===== config.mk =====
export PLATFORM = sky130hd
export DESIGN_NAME = smfc_top
export DESIGN_NICKNAME = d
export VERILOG_FILES = /design/src/smfc_pkg.sv /design/src/smfc_top.sv
export SDC_FILE = /design/constraint.sdc
export NUM_CORES = 1
export LEC_CHECK = 0
export ABC_AREA = 0
export BUFFER_PORTS_ARGS = -buffer_cell sky130_fd_sc_hd__buf_2
export CAP_MARGIN = 20
export CORE_MARGIN = 2
export CORE_UTILIZATION = 45
export DETAILED_ROUTE_END_ITERATION = 7
export GPL_TIMING_DRIVEN = 0
export PLACE_DENSITY_LB_ADDON = 0.05
export SLEW_MARGIN = 20
export SYNTH_ARGS = -nofsm -noshare
export SYNTH_HDL_FRONTEND = slang
export SYNTH_SLANG_ARGS = --single-unit
export TNS_END_PERCENT = 10

===== constraint.sdc =====
create_clock -name clk_i -period 5 [get_ports clk_i]
set_clock_uncertainty 0.05 [all_clocks]
set_input_delay 0.25 -clock clk_i [delete_from_list [all_inputs] [get_ports clk_i]]
set_output_delay 0.25 -clock clk_i [all_outputs]
set_load 0.1 [all_outputs]

===== src/smfc_pkg.sv =====
// constants for the sideband multicast and flow control command block
`default_nettype none
package smfc_pkg;
    // ----------------------------------------
    // command and response type codes
    // ----------------------------------------
    localparam logic [7:0] CMD_EN_GMCAST = 8'h12;
    localparam logic [7:0] CMD_DIS_GMCAST = 8'h13;
    localparam logic [7:0] CMD_SET_FC = 8'h14;
    localparam logic [7:0] CMD_GET_VER = 8'h15;
    localparam logic [7:0] RSP_EN_GMCAST = 8'h92;
    localparam logic [7:0] RSP_DIS_GMCAST = 8'h93;
    localparam logic [7:0] RSP_SET_FC = 8'h94;
    localparam logic [7:0] RSP_GET_VER = 8'h95;
    localparam logic [7:0] RSP_TYPE_FLAG = 8'h80;
    // ----------------------------------------
    // response and reason codes
    // ----------------------------------------
    localparam logic [15:0] RC_OK = 16'h0000;
    localparam logic [15:0] RC_FAIL = 16'h0001;
    localparam logic [15:0] RC_UNSUP = 16'h0003;
    localparam logic [15:0] RS_NONE = 16'h0000;
    localparam logic [15:0] RS_BAD_PARAM = 16'h0002;
    localparam logic [15:0] RS_FC_INDEP = 16'h1409;
    localparam logic [15:0] RS_UNKNOWN = 16'h7fff;
    // ----------------------------------------
    // flow control enable values and package address
    // ----------------------------------------
    localparam logic [7:0] FC_OFF = 8'h00;
    localparam logic [7:0] FC_GEN = 8'h01;
    localparam logic [7:0] FC_ACC = 8'h02;
    localparam logic [7:0] FC_BOTH = 8'h03;
    localparam logic [4:0] CHAN_PKG = 5'h1f;
    // ----------------------------------------
    // register offsets and fields
    // ----------------------------------------
    localparam logic [7:0] ADDR_CMD = 8'h00;
    localparam logic [7:0] ADDR_RESP = 8'h04;
    localparam logic [7:0] ADDR_STATUS = 8'h08;
    localparam logic [7:0] ADDR_VERSION = 8'h0c;
    localparam logic [7:0] ADDR_FW = 8'h10;
    localparam int CMD_CODE_LSB = 0;
    localparam int CMD_FCE_LSB = 8;
    localparam int CMD_CHAN_LSB = 16;
    localparam int CMD_CKERR_BIT = 24;
    localparam int CMD_IDERR_BIT = 25;
    localparam int ST_RVALID_BIT = 0;
    localparam int ST_MCALL_BIT = 1;
    localparam int ST_FCMODE_LSB = 2;
    localparam int ST_PAUSE_BIT = 4;
    localparam int ST_RTYPE_LSB = 8;
    localparam int ST_CHREQ_LSB = 16;
    localparam logic MCALL_RST = 1'b0;
    localparam logic [1:0] FC_RST = 2'b00;
    localparam logic [1:0] AXI_OKAY = 2'b00;
    localparam logic [1:0] AXI_SLVERR = 2'b10;
    // ----------------------------------------
    // timing
    // ----------------------------------------
    localparam int CLK_PERIOD_NS = 10;
    localparam int PAUSE_INTERVAL_US = 1000;
    localparam int PAUSE_INTERVAL_CYC = PAUSE_INTERVAL_US * 1000 / CLK_PERIOD_NS;
    typedef enum logic [1:0] {CONG_IDLE, CONG_REQ, CONG_HOLD} smfc_cong_t;
endpackage : smfc_pkg
`default_nettype wire


===== src/smfc_top.sv =====
// sideband multicast filter and package flow control command handling
//
// The AXI4-Lite slave port and the address map were chosen for this implementation.
`timescale 1ns/10ps
`default_nettype none

module smfc_top #(
    parameter int NUM_CH = 4,
    parameter int unsigned PAUSE_INTERVAL_CYCLES = smfc_pkg::PAUSE_INTERVAL_CYC,
    parameter bit ACCEPT_ALL_MCAST = 1'b1,
    parameter bit FC_OPTIONAL = 1'b1,
    parameter bit FC_INDEPENDENT = 1'b1,
    // arbitrary values
    parameter logic [31:0] VERSION_WORD = 32'h0000_0000,
    parameter logic [31:0] FW_VERSION = 32'h0000_0000
) (
    input wire logic clk_i,
    input wire logic sys_rst_i,
    input wire logic [7:0] s_axi_awaddr_i,
    input wire logic s_axi_awvalid_i,
    output logic s_axi_awready_o,
    input wire logic [31:0] s_axi_wdata_i,
    input wire logic [3:0] s_axi_wstrb_i,
    input wire logic s_axi_wvalid_i,
    output logic s_axi_wready_o,
    output logic [1:0] s_axi_bresp_o,
    output logic s_axi_bvalid_o,
    input wire logic s_axi_bready_i,
    input wire logic [7:0] s_axi_araddr_i,
    input wire logic s_axi_arvalid_i,
    output logic s_axi_arready_o,
    output logic [31:0] s_axi_rdata_o,
    output logic [1:0] s_axi_rresp_o,
    output logic s_axi_rvalid_o,
    input wire logic s_axi_rready_i,
    input wire logic frame_valid_i,
    input wire logic frame_mcast_i,
    input wire logic filter_hit_i,
    output logic frame_fwd_o,
    output logic frame_fwd_valid_o,
    input wire logic [NUM_CH-1:0] chan_congested_i,
    output logic pause_gen_o,
    output logic pause_accept_en_o
);
    if (NUM_CH < 1 || NUM_CH > 16 || PAUSE_INTERVAL_CYCLES < 1)
    begin : g_bad_param
        $error("smfc_top: unsupported parameter values");
    end

    // ----------------------------------------
    // register bus
    // ----------------------------------------
    logic wr_en;
    logic rd_en;
    logic full_strobe;
    logic [31:0] rd_word;
    logic rd_err;
    logic wr_err;
    logic mcast_all;
    logic [1:0] fc_mode;
    logic [31:0] last_cmd;
    logic [15:0] resp_code;
    logic [15:0] resp_reason;
    logic [7:0] resp_type;
    logic resp_valid;
    logic [NUM_CH-1:0] chan_req;

    // both channels are taken together; a half-offered write just waits
    assign wr_en = s_axi_awready_o && s_axi_awvalid_i;
    assign rd_en = s_axi_arready_o && s_axi_arvalid_i;
    assign full_strobe = (s_axi_wstrb_i == 4'hf);

    always_ff @(posedge clk_i)
    begin
        if (sys_rst_i)
        begin
            s_axi_awready_o <= 1'b0;
            s_axi_wready_o <= 1'b0;
        end
        else
        begin
            s_axi_awready_o <= !s_axi_awready_o && s_axi_awvalid_i && s_axi_wvalid_i && !s_axi_bvalid_o;
            s_axi_wready_o <= !s_axi_awready_o && s_axi_awvalid_i && s_axi_wvalid_i && !s_axi_bvalid_o;
        end
    end

    always_comb
    begin
        wr_err = 1'b1;
        case (s_axi_awaddr_i)
            smfc_pkg::ADDR_CMD, smfc_pkg::ADDR_STATUS: wr_err = 1'b0;
            default: wr_err = 1'b1;
        endcase
    end

    always_ff @(posedge clk_i)
    begin
        if (sys_rst_i)
        begin
            s_axi_bvalid_o <= 1'b0;
            s_axi_bresp_o <= smfc_pkg::AXI_OKAY;
        end
        else if (wr_en)
        begin
            s_axi_bvalid_o <= 1'b1;
            s_axi_bresp_o <= wr_err ? smfc_pkg::AXI_SLVERR : smfc_pkg::AXI_OKAY;
        end
        else if (s_axi_bready_i)
        begin
            s_axi_bvalid_o <= 1'b0;
        end
    end

    always_comb
    begin
        rd_word = 32'h0000_0000;
        rd_err = 1'b0;
        case (s_axi_araddr_i)
            smfc_pkg::ADDR_CMD: rd_word = last_cmd;
            smfc_pkg::ADDR_RESP: rd_word = {resp_code, resp_reason};
            smfc_pkg::ADDR_STATUS:
            begin
                rd_word[smfc_pkg::ST_RVALID_BIT] = resp_valid;
                rd_word[smfc_pkg::ST_MCALL_BIT] = mcast_all;
                rd_word[smfc_pkg::ST_FCMODE_LSB +: 2] = fc_mode;
                rd_word[smfc_pkg::ST_PAUSE_BIT] = pause_gen_o;
                rd_word[smfc_pkg::ST_RTYPE_LSB +: 8] = resp_type;
                rd_word[smfc_pkg::ST_CHREQ_LSB +: NUM_CH] = chan_req;
            end
            smfc_pkg::ADDR_VERSION: rd_word = VERSION_WORD;
            smfc_pkg::ADDR_FW: rd_word = FW_VERSION;
            default: rd_err = 1'b1;
        endcase
    end

    always_ff @(posedge clk_i)
    begin
        if (sys_rst_i)
        begin
            s_axi_arready_o <= 1'b0;
            s_axi_rvalid_o <= 1'b0;
            s_axi_rdata_o <= 32'h0000_0000;
            s_axi_rresp_o <= smfc_pkg::AXI_OKAY;
        end
        else
        begin
            s_axi_arready_o <= !s_axi_arready_o && s_axi_arvalid_i && !s_axi_rvalid_o;
            if (rd_en)
            begin
                s_axi_rvalid_o <= 1'b1;
                s_axi_rdata_o <= rd_word;
                s_axi_rresp_o <= rd_err ? smfc_pkg::AXI_SLVERR : smfc_pkg::AXI_OKAY;
            end
            else if (s_axi_rready_i)
            begin
                s_axi_rvalid_o <= 1'b0;
            end
        end
    end

    // ----------------------------------------
    // command decode
    // ----------------------------------------
    logic cmd_wr;
    logic cmd_go;
    logic [7:0] cmd_code;
    logic [7:0] cmd_fce;
    logic next_respond;
    logic [15:0] next_resp_code;
    logic [15:0] next_reason;
    logic [7:0] next_type;
    logic next_mcast_all;
    logic [1:0] next_fc_mode;

    assign cmd_wr = wr_en && full_strobe && (s_axi_awaddr_i == smfc_pkg::ADDR_CMD);
    assign cmd_code = s_axi_wdata_i[smfc_pkg::CMD_CODE_LSB +: 8];
    assign cmd_fce = s_axi_wdata_i[smfc_pkg::CMD_FCE_LSB +: 8];
    // checksum or identifier faults are dropped silently, no response
    assign cmd_go = cmd_wr && !s_axi_wdata_i[smfc_pkg::CMD_CKERR_BIT] && !s_axi_wdata_i[smfc_pkg::CMD_IDERR_BIT];

    always_comb
    begin
        next_respond = cmd_go;
        next_resp_code = smfc_pkg::RC_OK;
        next_reason = smfc_pkg::RS_NONE;
        next_type = cmd_code | smfc_pkg::RSP_TYPE_FLAG;
        next_mcast_all = mcast_all;
        next_fc_mode = fc_mode;
        case (cmd_code)
            smfc_pkg::CMD_EN_GMCAST:
            begin
                next_type = smfc_pkg::RSP_EN_GMCAST;
                if (!ACCEPT_ALL_MCAST)
                begin
                    next_resp_code = smfc_pkg::RC_UNSUP;
                    next_reason = smfc_pkg::RS_UNKNOWN;
                end
                else
                begin
                    next_mcast_all = 1'b0;
                end
            end
            smfc_pkg::CMD_DIS_GMCAST:
            begin
                next_type = smfc_pkg::RSP_DIS_GMCAST;
                if (!ACCEPT_ALL_MCAST)
                begin
                    next_resp_code = smfc_pkg::RC_UNSUP;
                    next_reason = smfc_pkg::RS_UNKNOWN;
                end
                else
                begin
                    next_mcast_all = 1'b1;
                end
            end
            smfc_pkg::CMD_SET_FC:
            begin
                next_type = smfc_pkg::RSP_SET_FC;
                // wrong channel field is a mismatch
                if (s_axi_wdata_i[smfc_pkg::CMD_CHAN_LSB +: 5] != smfc_pkg::CHAN_PKG)
                begin
                    next_respond = 1'b0;
                end
                else if (cmd_fce == smfc_pkg::FC_OFF)
                begin
                    next_fc_mode = 2'(smfc_pkg::FC_OFF);
                end
                else if (cmd_fce > smfc_pkg::FC_BOTH || !FC_OPTIONAL)
                begin
                    next_resp_code = smfc_pkg::RC_FAIL;
                    next_reason = smfc_pkg::RS_BAD_PARAM;
                end
                else if (cmd_fce != smfc_pkg::FC_BOTH && !FC_INDEPENDENT)
                begin
                    next_resp_code = smfc_pkg::RC_FAIL;
                    next_reason = smfc_pkg::RS_FC_INDEP;
                end
                else
                begin
                    next_fc_mode = cmd_fce[1:0];
                end
            end
            smfc_pkg::CMD_GET_VER:
            begin
                next_type = smfc_pkg::RSP_GET_VER;
            end
            default:
            begin
                next_resp_code = smfc_pkg::RC_UNSUP;
                next_reason = smfc_pkg::RS_UNKNOWN;
            end
        endcase
    end

    always_ff @(posedge clk_i)
    begin
        if (sys_rst_i)
        begin
            mcast_all <= smfc_pkg::MCALL_RST;
            fc_mode <= smfc_pkg::FC_RST;
            last_cmd <= 32'h0000_0000;
        end
        else if (cmd_go && next_respond)
        begin
            mcast_all <= next_mcast_all;
            fc_mode <= next_fc_mode;
            last_cmd <= s_axi_wdata_i;
        end
    end

    always_ff @(posedge clk_i)
    begin
        if (sys_rst_i)
        begin
            resp_code <= smfc_pkg::RC_OK;
            resp_reason <= smfc_pkg::RS_NONE;
            resp_type <= 8'h00;
        end
        else if (cmd_go && next_respond)
        begin
            resp_code <= next_resp_code;
            resp_reason <= next_reason;
            resp_type <= next_type;
        end
    end

    // a new response wins over a software clear in the same cycle
    always_ff @(posedge clk_i)
    begin
        if (sys_rst_i)
        begin
            resp_valid <= 1'b0;
        end
        else if (cmd_go && next_respond)
        begin
            resp_valid <= 1'b1;
        end
        else if (wr_en && full_strobe && s_axi_awaddr_i == smfc_pkg::ADDR_STATUS
                 && s_axi_wdata_i[smfc_pkg::ST_RVALID_BIT])
        begin
            resp_valid <= 1'b0;
        end
    end

    // ----------------------------------------
    // multicast forwarding
    // ----------------------------------------
    always_ff @(posedge clk_i)
    begin
        if (sys_rst_i)
        begin
            frame_fwd_o <= 1'b0;
            frame_fwd_valid_o <= 1'b0;
        end
        else
        begin
            frame_fwd_valid_o <= frame_valid_i;
            // all multicast passes; else filter hits only
            frame_fwd_o <= frame_valid_i && (!frame_mcast_i || mcast_all || filter_hit_i);
        end
    end

    // ----------------------------------------
    // per-channel congestion pause
    // ----------------------------------------
    logic gen_en;
    assign gen_en = fc_mode[0];

    for (genvar g = 0; g < NUM_CH; g++)
    begin : g_ch
        smfc_pkg::smfc_cong_t st;
        logic [31:0] cnt;
        logic last;
        assign last = (cnt == 32'(PAUSE_INTERVAL_CYCLES - 1));
        assign chan_req[g] = (st == smfc_pkg::CONG_REQ);
        always_ff @(posedge clk_i)
        begin
            if (sys_rst_i || !gen_en)
            begin
                st <= smfc_pkg::CONG_IDLE;
                cnt <= 32'h0000_0000;
            end
            else
            begin
                case (st)
                    smfc_pkg::CONG_IDLE:
                    begin
                        cnt <= 32'h0000_0000;
                        if (chan_congested_i[g])
                        begin
                            st <= smfc_pkg::CONG_REQ;
                        end
                    end
                    // request held one interval at most
                    smfc_pkg::CONG_REQ:
                    begin
                        cnt <= last ? 32'h0000_0000 : cnt + 32'h0000_0001;
                        if (!chan_congested_i[g])
                        begin
                            st <= smfc_pkg::CONG_IDLE;
                        end
                        else if (last)
                        begin
                            st <= smfc_pkg::CONG_HOLD;
                        end
                    end
                    // second interval ends in initial state
                    smfc_pkg::CONG_HOLD:
                    begin
                        cnt <= cnt + 32'h0000_0001;
                        if (!chan_congested_i[g] || last)
                        begin
                            st <= smfc_pkg::CONG_IDLE;
                        end
                    end
                    default: st <= smfc_pkg::CONG_IDLE;
                endcase
            end
        end
    end

    always_ff @(posedge clk_i)
    begin
        if (sys_rst_i)
        begin
            pause_gen_o <= 1'b0;
            pause_accept_en_o <= 1'b0;
        end
        else
        begin
            pause_gen_o <= |chan_req;
            pause_accept_en_o <= fc_mode[1];
        end
    end

    logic [31:0] req_run0;
    always_ff @(posedge clk_i)
    begin
        if (sys_rst_i || !chan_req[0])
        begin
            req_run0 <= 32'h0000_0000;
        end
        else
        begin
            req_run0 <= req_run0 + 32'h0000_0001;
        end
    end
endmodule : smfc_top

`default_nettype wire


# Word-level counts from Yosys, hierarchy flattened
# Cells that the tools add are included.
[op_classes]
eq_ne = 36
bitwise = 1
mux = 54
addsub = 4
n_lt_le_gt_ge = 1
reduce_logical = 59
[op_table]
columns = ["cell", "n"]
rows = [
  ["$pmux 32 s3", 4],
  ["$add 32x1->32 const B", 4],
  ["$eq 32x17->1 const B", 4],
  ["$mux 32", 4],
  ["$mux 2", 23],
  ["$eq 8x5->1 const B", 5],
  ["$pmux 12 s3", 1],
  ["$pmux 15 s2", 1],
  ["$pmux 7 s4", 1],
  ["$eq 8x4->1 const B", 3],
  ["$logic_not 8->1", 3],
  ["$pmux 12 s2", 1],
  ["$pmux 2 s3", 4],
  ["$ne 2x2->1 const B", 9],
  ["$logic_and 1x1->1", 15],
  ["$pmux 5 s3", 1],
  ["$logic_not 1->1", 12],
  ["$ne 3x2->1 const B", 4],
  ["$reduce_and 3->1", 4],
  ["$reduce_bool 3->1", 4],
  ["$mux 1", 11],
  ["$eq 2x1->1 const B", 4],
  ["$eq 2x2->1 const B", 4],
  ["$eq 8x3->1 const B", 1],
  ["16 further kinds", 28],
]
[totals]
register_bits = 256
out_inout_bits = 45
in_bits = 66
word_cells = 181

# Depth between registers and ports, before layout
# Gate-level depths: netlist of the first run.
[depth]
ltp_word = 9
mapped_depth = 10

# Worst setup path before layout of the first run
# Ideal clock, no wire load.
[synth_timing]
path_kind = "reg-to-reg"
startpoint = "register, netlist name s_axi_wready_o"
endpoint = "register last_cmd[10]"
stages_incl_launch_ff = 9
required_ps = 4818
setup_time_ps = 132
synth_period_minus_slack_ps = 2852
path_slack_ps = 2148
arrival_time_ps = 2670
path_buffers = 2
path_cell_list = "dfxtp_1 -> nand2_1 -> or4_1 -> nor4_4 -> a21bo_2 -> buf_2 -> buf_2 -> nand2_1 -> a21oi_1"
[synth_lines]
columns = ["item", "line", "text"]
rows = [
  ["to (signal assigned)", "smfc_top.sv:267", "last_cmd <= s_axi_wdata_i;"],
  ["to (decl)", "smfc_top.sv:61", "logic [31:0] last_cmd;"],
]

# Worst setup path after layout of the first run
[layout_timing]
startpoint = "register g_ch[3].cnt[0]"
endpoint = "register g_ch[3].cnt[26]"
[layout_between]
elab_chain_len = 3
word_cells_on_any_way = 4
classes_between = "1 x add/sub; 1 x eq/ne; 2 x mux"
[layout_lines]
columns = ["item", "line", "text"]
rows = [
  ["from (decl)", "smfc_top.sv:332", "logic [31:0] cnt;"],
  ["from (signal assigned)", "smfc_top.sv:357", "cnt <= last ? 32'h0000_0000 : cnt + 32'h0000_0001;"],
  ["from (signal assigned)", "smfc_top.sv:370", "cnt <= cnt + 32'h0000_0001;"],
  ["$add 32x1->32 or $eq 32x17->1 (tied branches)", "smfc_top.sv:357, smfc_top.sv:370, smfc_top.sv:334", ""],
  ["$mux 32", "smfc_top.sv:357", ""],
  ["$pmux 32 s3 *", "smfc_top.sv:345", "case (st)"],
]
# Every way passes the cells marked *; elsewhere a longest branch is shown, timed or not.
# A chain may end at the register's enable or synchronous reset.

==> reports/results.ini, run 1 <==
[cts]
root_buffer = clkbuf_16
htreeDepth = 1
ctsResizeCount = 0
cts_tree = built
clockBufferDepth = 3
clock_latency_ps = 530
cts_sinks = 224
path_clk_slew_ps = 60
cts-buffers-inserted = 26

[drt]
wire_per_inst_um = 16.4
finalWirelength_mm = 31.3
via_count = 10900
first_iter_violations = 630
via_per_inst = 5.70
dr.pass1.iters = 5
drc_errors = 0
drtAntennaViolNets = 0

[timing]
fmax_mhz = 312
rsz0062_at_grt = false
final_hold_viol_count = 0
worstMarginPinSlew_ps = 1050
setup_viol = 0
slew_violations = 0
period_share_pct = 64.1
final.setup.tns_ps = 0
min_period_ps = 3200
slew_headroom_pct = 29.6

[run_status]
outcome = finished, final reports clean

[synth]
synth.area.top_cells = dfxtp_1 41%, nand2_1 7.0%, a21oi_1 5.7%, nand3_1 4.9%, o21ai_0 2.9%
yosysWarnings = 0
synth-seq-cells = 224
synth_flop_cell = dfxtp_1
yosysMostFrequentCell = dfxtp_1
yosysUniqueCellTypes = 75
synth_edf_count = 0
netlist_top_cells_count = 224 x dfxtp_1, 205 x nand2_1, 126 x a21oi_1
netlist_instances = 1383
yosysTopAreaCellShare_pct = 40.7
ys_async_sr_fraction_pct = 0
netlist_area_um2 = 11000
yosys.area.top_type = dfxtp_1
seq_area_frac_synth_pct = 40.7
syn_avg_cell_area_um2 = 7.97

[setup_path]
reg2reg_depth = 8
arrival_ps = 3570
crit_required_ps = 5370
crit_type = flop to flop
worstPathMaxFanout = 10
endpoint_kind = flop
startpoint_type = flop

[final_layout]
diodes = 0
area_growth_pct = 20.1
instances_no_fill = 1906
utilization_pct = 54.7
drive_gt1_share_pct = 11.3
stdcell_area_um2 = 13200
nNetsFinal = 1650

[hold_path]
whs_path_depth = 3
holdCritPathClass = input pin to flop

[power_and_ir_drop]
p_total_mw = 3.75
power.leakage_nw = 4.76
worst_ir_drop_vdd_mv = 0.245
power.density_nw_per_um2 = 283

[placed_design]
port_buffers = 107
hpwlAfterDp_mm = 21.8
place.gp.congestion = 0.857
dpl_cell_area_um2 = 12000
place_inst = 1815

[grt]
antenna_found_initial = 0
first_global_vias = 10100
grt_first_pass_wirelength_mm = 51.1
overflow = 0
grt_max_degree = 13
gr-usage-all-layers_pct = 23.8

[floorplanning]
io_pins = 111
die_h_um = 160
start_util_pct = 45.6
dieArea_um2 = 25800
dieWidth_um = 160
num_rows = 57
core_um2 = 24200

[run]
drv_cap = 0

==> critical path, stage by stage, from the launching register on <==
cell and delay [ps]:
dfxtp_1 390, ha_1 240, and3_1 250, nand3_1 190, nor4_1 700, a211o_1 350, clkbuf_1 460, o21ai_0 190
mux2_2 280
==> power breakdown <==
group / switching, mW / internal, mW
logic: 0.0868 / 0.0546
clock network: 0.746 / 1.07
registers: 0.00228 / 1.79
==> logic make-up (layout without fill, tap and decap cells) <==
kind of cell | Yosys count | count (layout) | synth area share [%]
and+or+nand+nor | 644 | 644 | 29.8
buffers and inverters | 113 | 311 | 4.24
muxes | 23 | 23 | 2.10
other | 1 | 2 | 0.0340
xor gates and xnor gates | 9 | 9 | 0.715
AOI/OAI and AO/OA | 349 | 349 | 20.1
DFF | 224 | 224 | 40.7
adders and majority gates | 20 | 20 | 2.27
==> layer usage <==
metal | share of wire (%) | up-vias | track usage (%)
met1 | 47 | 5118 | 31.8
met2 | 47 | 220 | 40.1
met5 | 0 | - | 0
met3 | 4.0 | 50 | 3.74
met4 | 2.4 | 0 | 6.22
li1 | - | 5468 | -
==> state kept, by name, summed over array words and instances, names as in the netlist, 2 cells and up <==
register	flops
fc_mode	2
resp_type	8
resp_reason	2
s_axi_rdata_o	32
g_ch.st	8
last_cmd	32
g_ch.cnt	128
==> through the flow <==
| step | hold slack (ps) | setup WS [ps] |
|---|---|---|
| after floorplan | 283 | 2150 |
| after global placement | 382 | 1840 |
| after global routing | 17.0 | 1560 |
| after detailed placement | 390 | 1820 |
| after CTS | 0.511 | 1810 |
| final | 11.2 | 1800 |
==> placed cells by master (no fill, tap or decap), drive strengths merged, types with 8 or more instances in the layout <==
cell / count
nor2: 74
nand2b: 11
ha: 20
a21oi: 127
o41ai: 8
a31oi: 35
a211oi: 8
nor3: 43
nor4: 27
buf: 122
a21o: 19
inv: 34
nand2: 205
o21ai: 63
and4: 11
dfxtp: 224
mux2i: 22
a22oi: 8
dlygate4sd3: 45
nand3: 107
and3: 33
o21a: 8
clkbuf: 102
a22o: 10
nand4: 36
and2: 14
a221oi: 12
or3: 19
or4: 23
==> area by class of cell <==
type,count,area (um2)
clock inverters,7,37.5
clock buffers,39,781
multi-input cells,1047,6070
plain buffers,78,335
flip-flops and latches,224,4480
repair buffers,152,986
well taps,324,405
inverters,35,131
fillers,2283,10900
==> repair_timing <==
action / 4_1_cts / 5_1_grt
hold buffers: 45 / 0
endpoints found under the hold margin: 51 / 0
setup buffers: 0 / 0
==> path summary, 6_finish.rpt <==
| check | start | to | slack, ps |
|---|---|---|---|
| max reg2reg | g_ch[3].cnt[0]$_SDFFE_PP0P_ | g_ch[3].cnt[26]$_SDFFE_PP0P_ | 1800 |
| min reg2reg | s_axi_rdata_o[22]$_SDFFE_PP0P_ | s_axi_rdata_o[22]$_SDFFE_PP0P_ | 400 |
| max | g_ch[3].cnt[0]$_SDFFE_PP0P_ | g_ch[3].cnt[26]$_SDFFE_PP0P_ | 1800 |
| min | s_axi_araddr_i[6] | s_axi_rresp_o[1]$_SDFFE_PP0P_ | 10 |
(Power assumes the default switching activity.)
==> inputs of run 2 (changes only) <==
--- a/config.mk
+++ b/config.mk
@@ -5,7 +5,7 @@
 export SDC_FILE = /design/constraint.sdc
 export NUM_CORES = 1
 export LEC_CHECK = 0
-export ABC_AREA = 0
+export ABC_AREA = 1
 export BUFFER_PORTS_ARGS = -buffer_cell sky130_fd_sc_hd__buf_2
 export CAP_MARGIN = 20
 export CORE_MARGIN = 2
==> constraint.sdc (replaced) <==
create_clock -name clk_i -period 2.8 [get_ports clk_i]
set_clock_uncertainty 0.05 [all_clocks]
set_input_delay 0.14 -clock clk_i [delete_from_list [all_inputs] [get_ports clk_i]]
set_output_delay 0.14 -clock clk_i [all_outputs]
set_load 0.1 [all_outputs]
==> run 2 against run 1 <==
  * Hold slack gained 15 ps
  * Fmax is 48% higher
  * Setup slack worse by 1200 ps
  * Synthesized cell count grew 53%
  * Synthesized area increased by 19%
  * Critical endpoint is now g_ch[1].cnt[30]$_SDFFE_PP0P_
  * Largest cell class unchanged
  * Largest power group unchanged
  * Highest routed layer unchanged
==> reports/results.ini, run 2 <==
[synth]
yosys.area.top_type = dfxtp_1
ys_async_sr_fraction_pct = 0
synth-seq-cells = 224
synth_compound_area_share_pct = 10.7
synth.area.top_cells = dfxtp_1 34%, nand2_1 19%, nor2_1 7.9%, nand3_1 7.2%, a21oi_1 7.0%
synth-simple-area-share_pct = 40.0
yosysTopAreaCellShare_pct = 34.2
yosysWarnings = 0
yosysUniqueCellTypes = 41
seq_area_frac_synth_pct = 34.2
yosysMostFrequentCell = nand2_1
netlist_top_cells_count = 676 x nand2_1, 275 x nor2_1, 224 x dfxtp_1
netlist_instances = 2121
synth_adder_area_share_pct = 1.91
synth_flop_cell = dfxtp_1
netlist_area_um2 = 13100
synthMuxAreaShare_pct = 0
synth_xor_area_share_pct = 3.34
syn_avg_cell_area_um2 = 6.19
synth_top_family_by_area = simple AND/OR/NAND/NOR gates
synth_edf_count = 0

[grt]
grt_first_pass_wirelength_mm = 63.3
overflow = 0
grt_max_degree = 14
gr-usage-all-layers_pct = 24.9
first_global_vias = 12500
antenna_found_initial = 0

[drt]
dr.pass1.iters = 5
drtAntennaViolNets = 0
via_per_inst = 5.03
via_count = 13600
first_iter_violations = 953
drc_errors = 0
wire_per_inst_um = 14.2
finalWirelength_mm = 38.5

[final_layout]
top_register = g_ch.cnt
area_growth_pct = 19.0
drive_gt1_share_pct = 10.4
layout_common_cells = 676 x nand2_1, 275 x nor2_1, 224 x dfxtp_1
top_regs = g_ch.cnt (128), last_cmd (32), s_axi_rdata_o (32)
instances_no_fill = 2712
nNetsFinal = 2393
diodes = 0
final_common_cell = nand2_1
largest_reg_flops = 128

[cts]
cts_tree = built
cts-buffers-inserted = 27
path_clk_slew_ps = 70
htreeDepth = 1
postCtsSetupBuffers = 0
cts_sinks = 224
clockBufferDepth = 3
clock_latency_ps = 540
root_buffer = clkbuf_16

[power_and_ir_drop]
clockPowerShare_pct = 51.6
combPwrFrac_pct = 4.7
p_int_mw = 5.66
seqPwrFrac_pct = 43.7
power.leakage_nw = 6.21
worst_ir_drop_vdd_mv = 0.390
switching_share_pct = 22.9
switchingPower_mw = 1.68
p_total_mw = 7.34
power.density_nw_per_um2 = 470

[floorplanning]
num_rows = 62
start_util_pct = 45.7
die_h_um = 175
core_um2 = 28700
dieArea_um2 = 30500
dieWidth_um = 175
io_pins = 111

[setup_path]
arrival_ps = 2570
crit_required_ps = 3210
startpoint_type = flop
reg2reg_depth = 6
endpoint_kind = flop
ff2ff_setup_slack_ps = 630
crit_start = fc_mode[0]$_SDFFE_PP0P_
r2r_end = g_ch[1].cnt[30]$_SDFFE_PP0P_
worstPathMaxFanout = 10
cp_slowest_stage_delay_ps = 400
crit_family = buffers and inverters
path_cells = inv_1, nor2_2, clkinv_1, buf_2, clkbuf_1, a21oi_1
slowest_stage = nor2_2
crit_type = flop to flop
path_depth = 6
crit_buf_inv = 4
crit_path_end = g_ch[1].cnt[30]$_SDFFE_PP0P_
r2r_start = fc_mode[0]$_SDFFE_PP0P_

[timing]
final_hold_viol_count = 0
rsz0062_at_grt = false
slew_headroom_pct = 56.7
worstMarginPinSlew_ps = 649
final.setup.tns_ps = 0
slew_violations = 0
fmax_mhz = 461
setup_viol = 0
min_period_ps = 2170
period_share_pct = 77.4

[hold_path]
holdCritPathClass = input pin to flop
whs_path_depth = 7

[run]
drv_cap = 0

[placed_design]
hpwlAfterDp_mm = 28.4
place.gp.congestion = 0.908
place_inst = 2612
port_buffers = 106

[run_status]
outcome = finished, final reports clean

==> run 2: metal layers <==
metal	vias to the layer above	track usage (%)	routed length, um
met3	44	2.92	2080
li1	7080	-	-
met5	-	0	0
met4	0	5.31	707
met2	344	40.8	17200
met1	6181	35.3	18600
==> run 2: how the worst min path moves through the flow <==
stage | start | end | slack [ps]
after CTS | s_axi_wdata_i[2] | mcast_all$_SDFFE_PP0P_ | 10
after floorplan | frame_valid_i | frame_fwd_valid_o$_SDFF_PP0_ | 210
final | s_axi_wdata_i[2] | mcast_all$_SDFFE_PP0P_ | 30
after global routing | s_axi_araddr_i[4] | s_axi_rresp_o[1]$_SDFFE_PP0P_ | 50
after detailed placement | filter_hit_i | frame_fwd_o$_SDFF_PP0_ | 320
after global placement | filter_hit_i | frame_fwd_o$_SDFF_PP0_ | 310
==> run 2: logic make-up after synthesis <==
logic type,count (synthesis)
buf+inv,318
simple gates,1245
fa+ha+maj,20
xor+xnor,50
flops,224
compound gates,263
other cells,1
==> run 2: power groups by stage <==
stage	registers (mW)	logic [mW]	clock network [mW]
2_1_floorplan	3.39	0.0793	0
3_3_place_gp	3.28	0.292	0
3_5_place_dp	3.28	0.293	0
4_1_cts	3.21	0.345	3.86
5_1_grt	3.21	0.366	4.00
6_report	3.21	0.348	3.79
==> run 2: worst min-delay path, stage by stage <==
cell     delay [ps]
buf_2           110
nor2_1           50
nand2_1          40
nor2_1           60
nand2_1          60
nand2_1          40
nor2_1           70
==> run 2: per-stage QoR <==
stage	instance area (um2)	hold slack [ps]	utilization, %	setup slack, ps
after global routing	15600	48.8	54.4	487
final	15600	26.0	54.4	633
after CTS	15600	10.7	54.4	606
after detailed placement	14100	316	49.3	653
after global placement	14100	315	49.3	663
after floorplan	13100	205	-	564
==> run 2: repair_timing <==
item,in CTS,in global routing
resized for setup,0,0
hold buffers,50,0
hold endpoints to repair,51,0
==> run 2: layout make-up <==
cell class | instances | area [um2]
Buffer | 85 | 419
Clock buffer | 38 | 797
Clock inverter | 12 | 176
Fill cell | 2940 | 13100
Inverter | 233 | 875
Multi-Input combinational cell | 1580 | 7350
Sequential cell | 224 | 4480
Tap cell | 384 | 480
Timing Repair Buffer | 156 | 1030
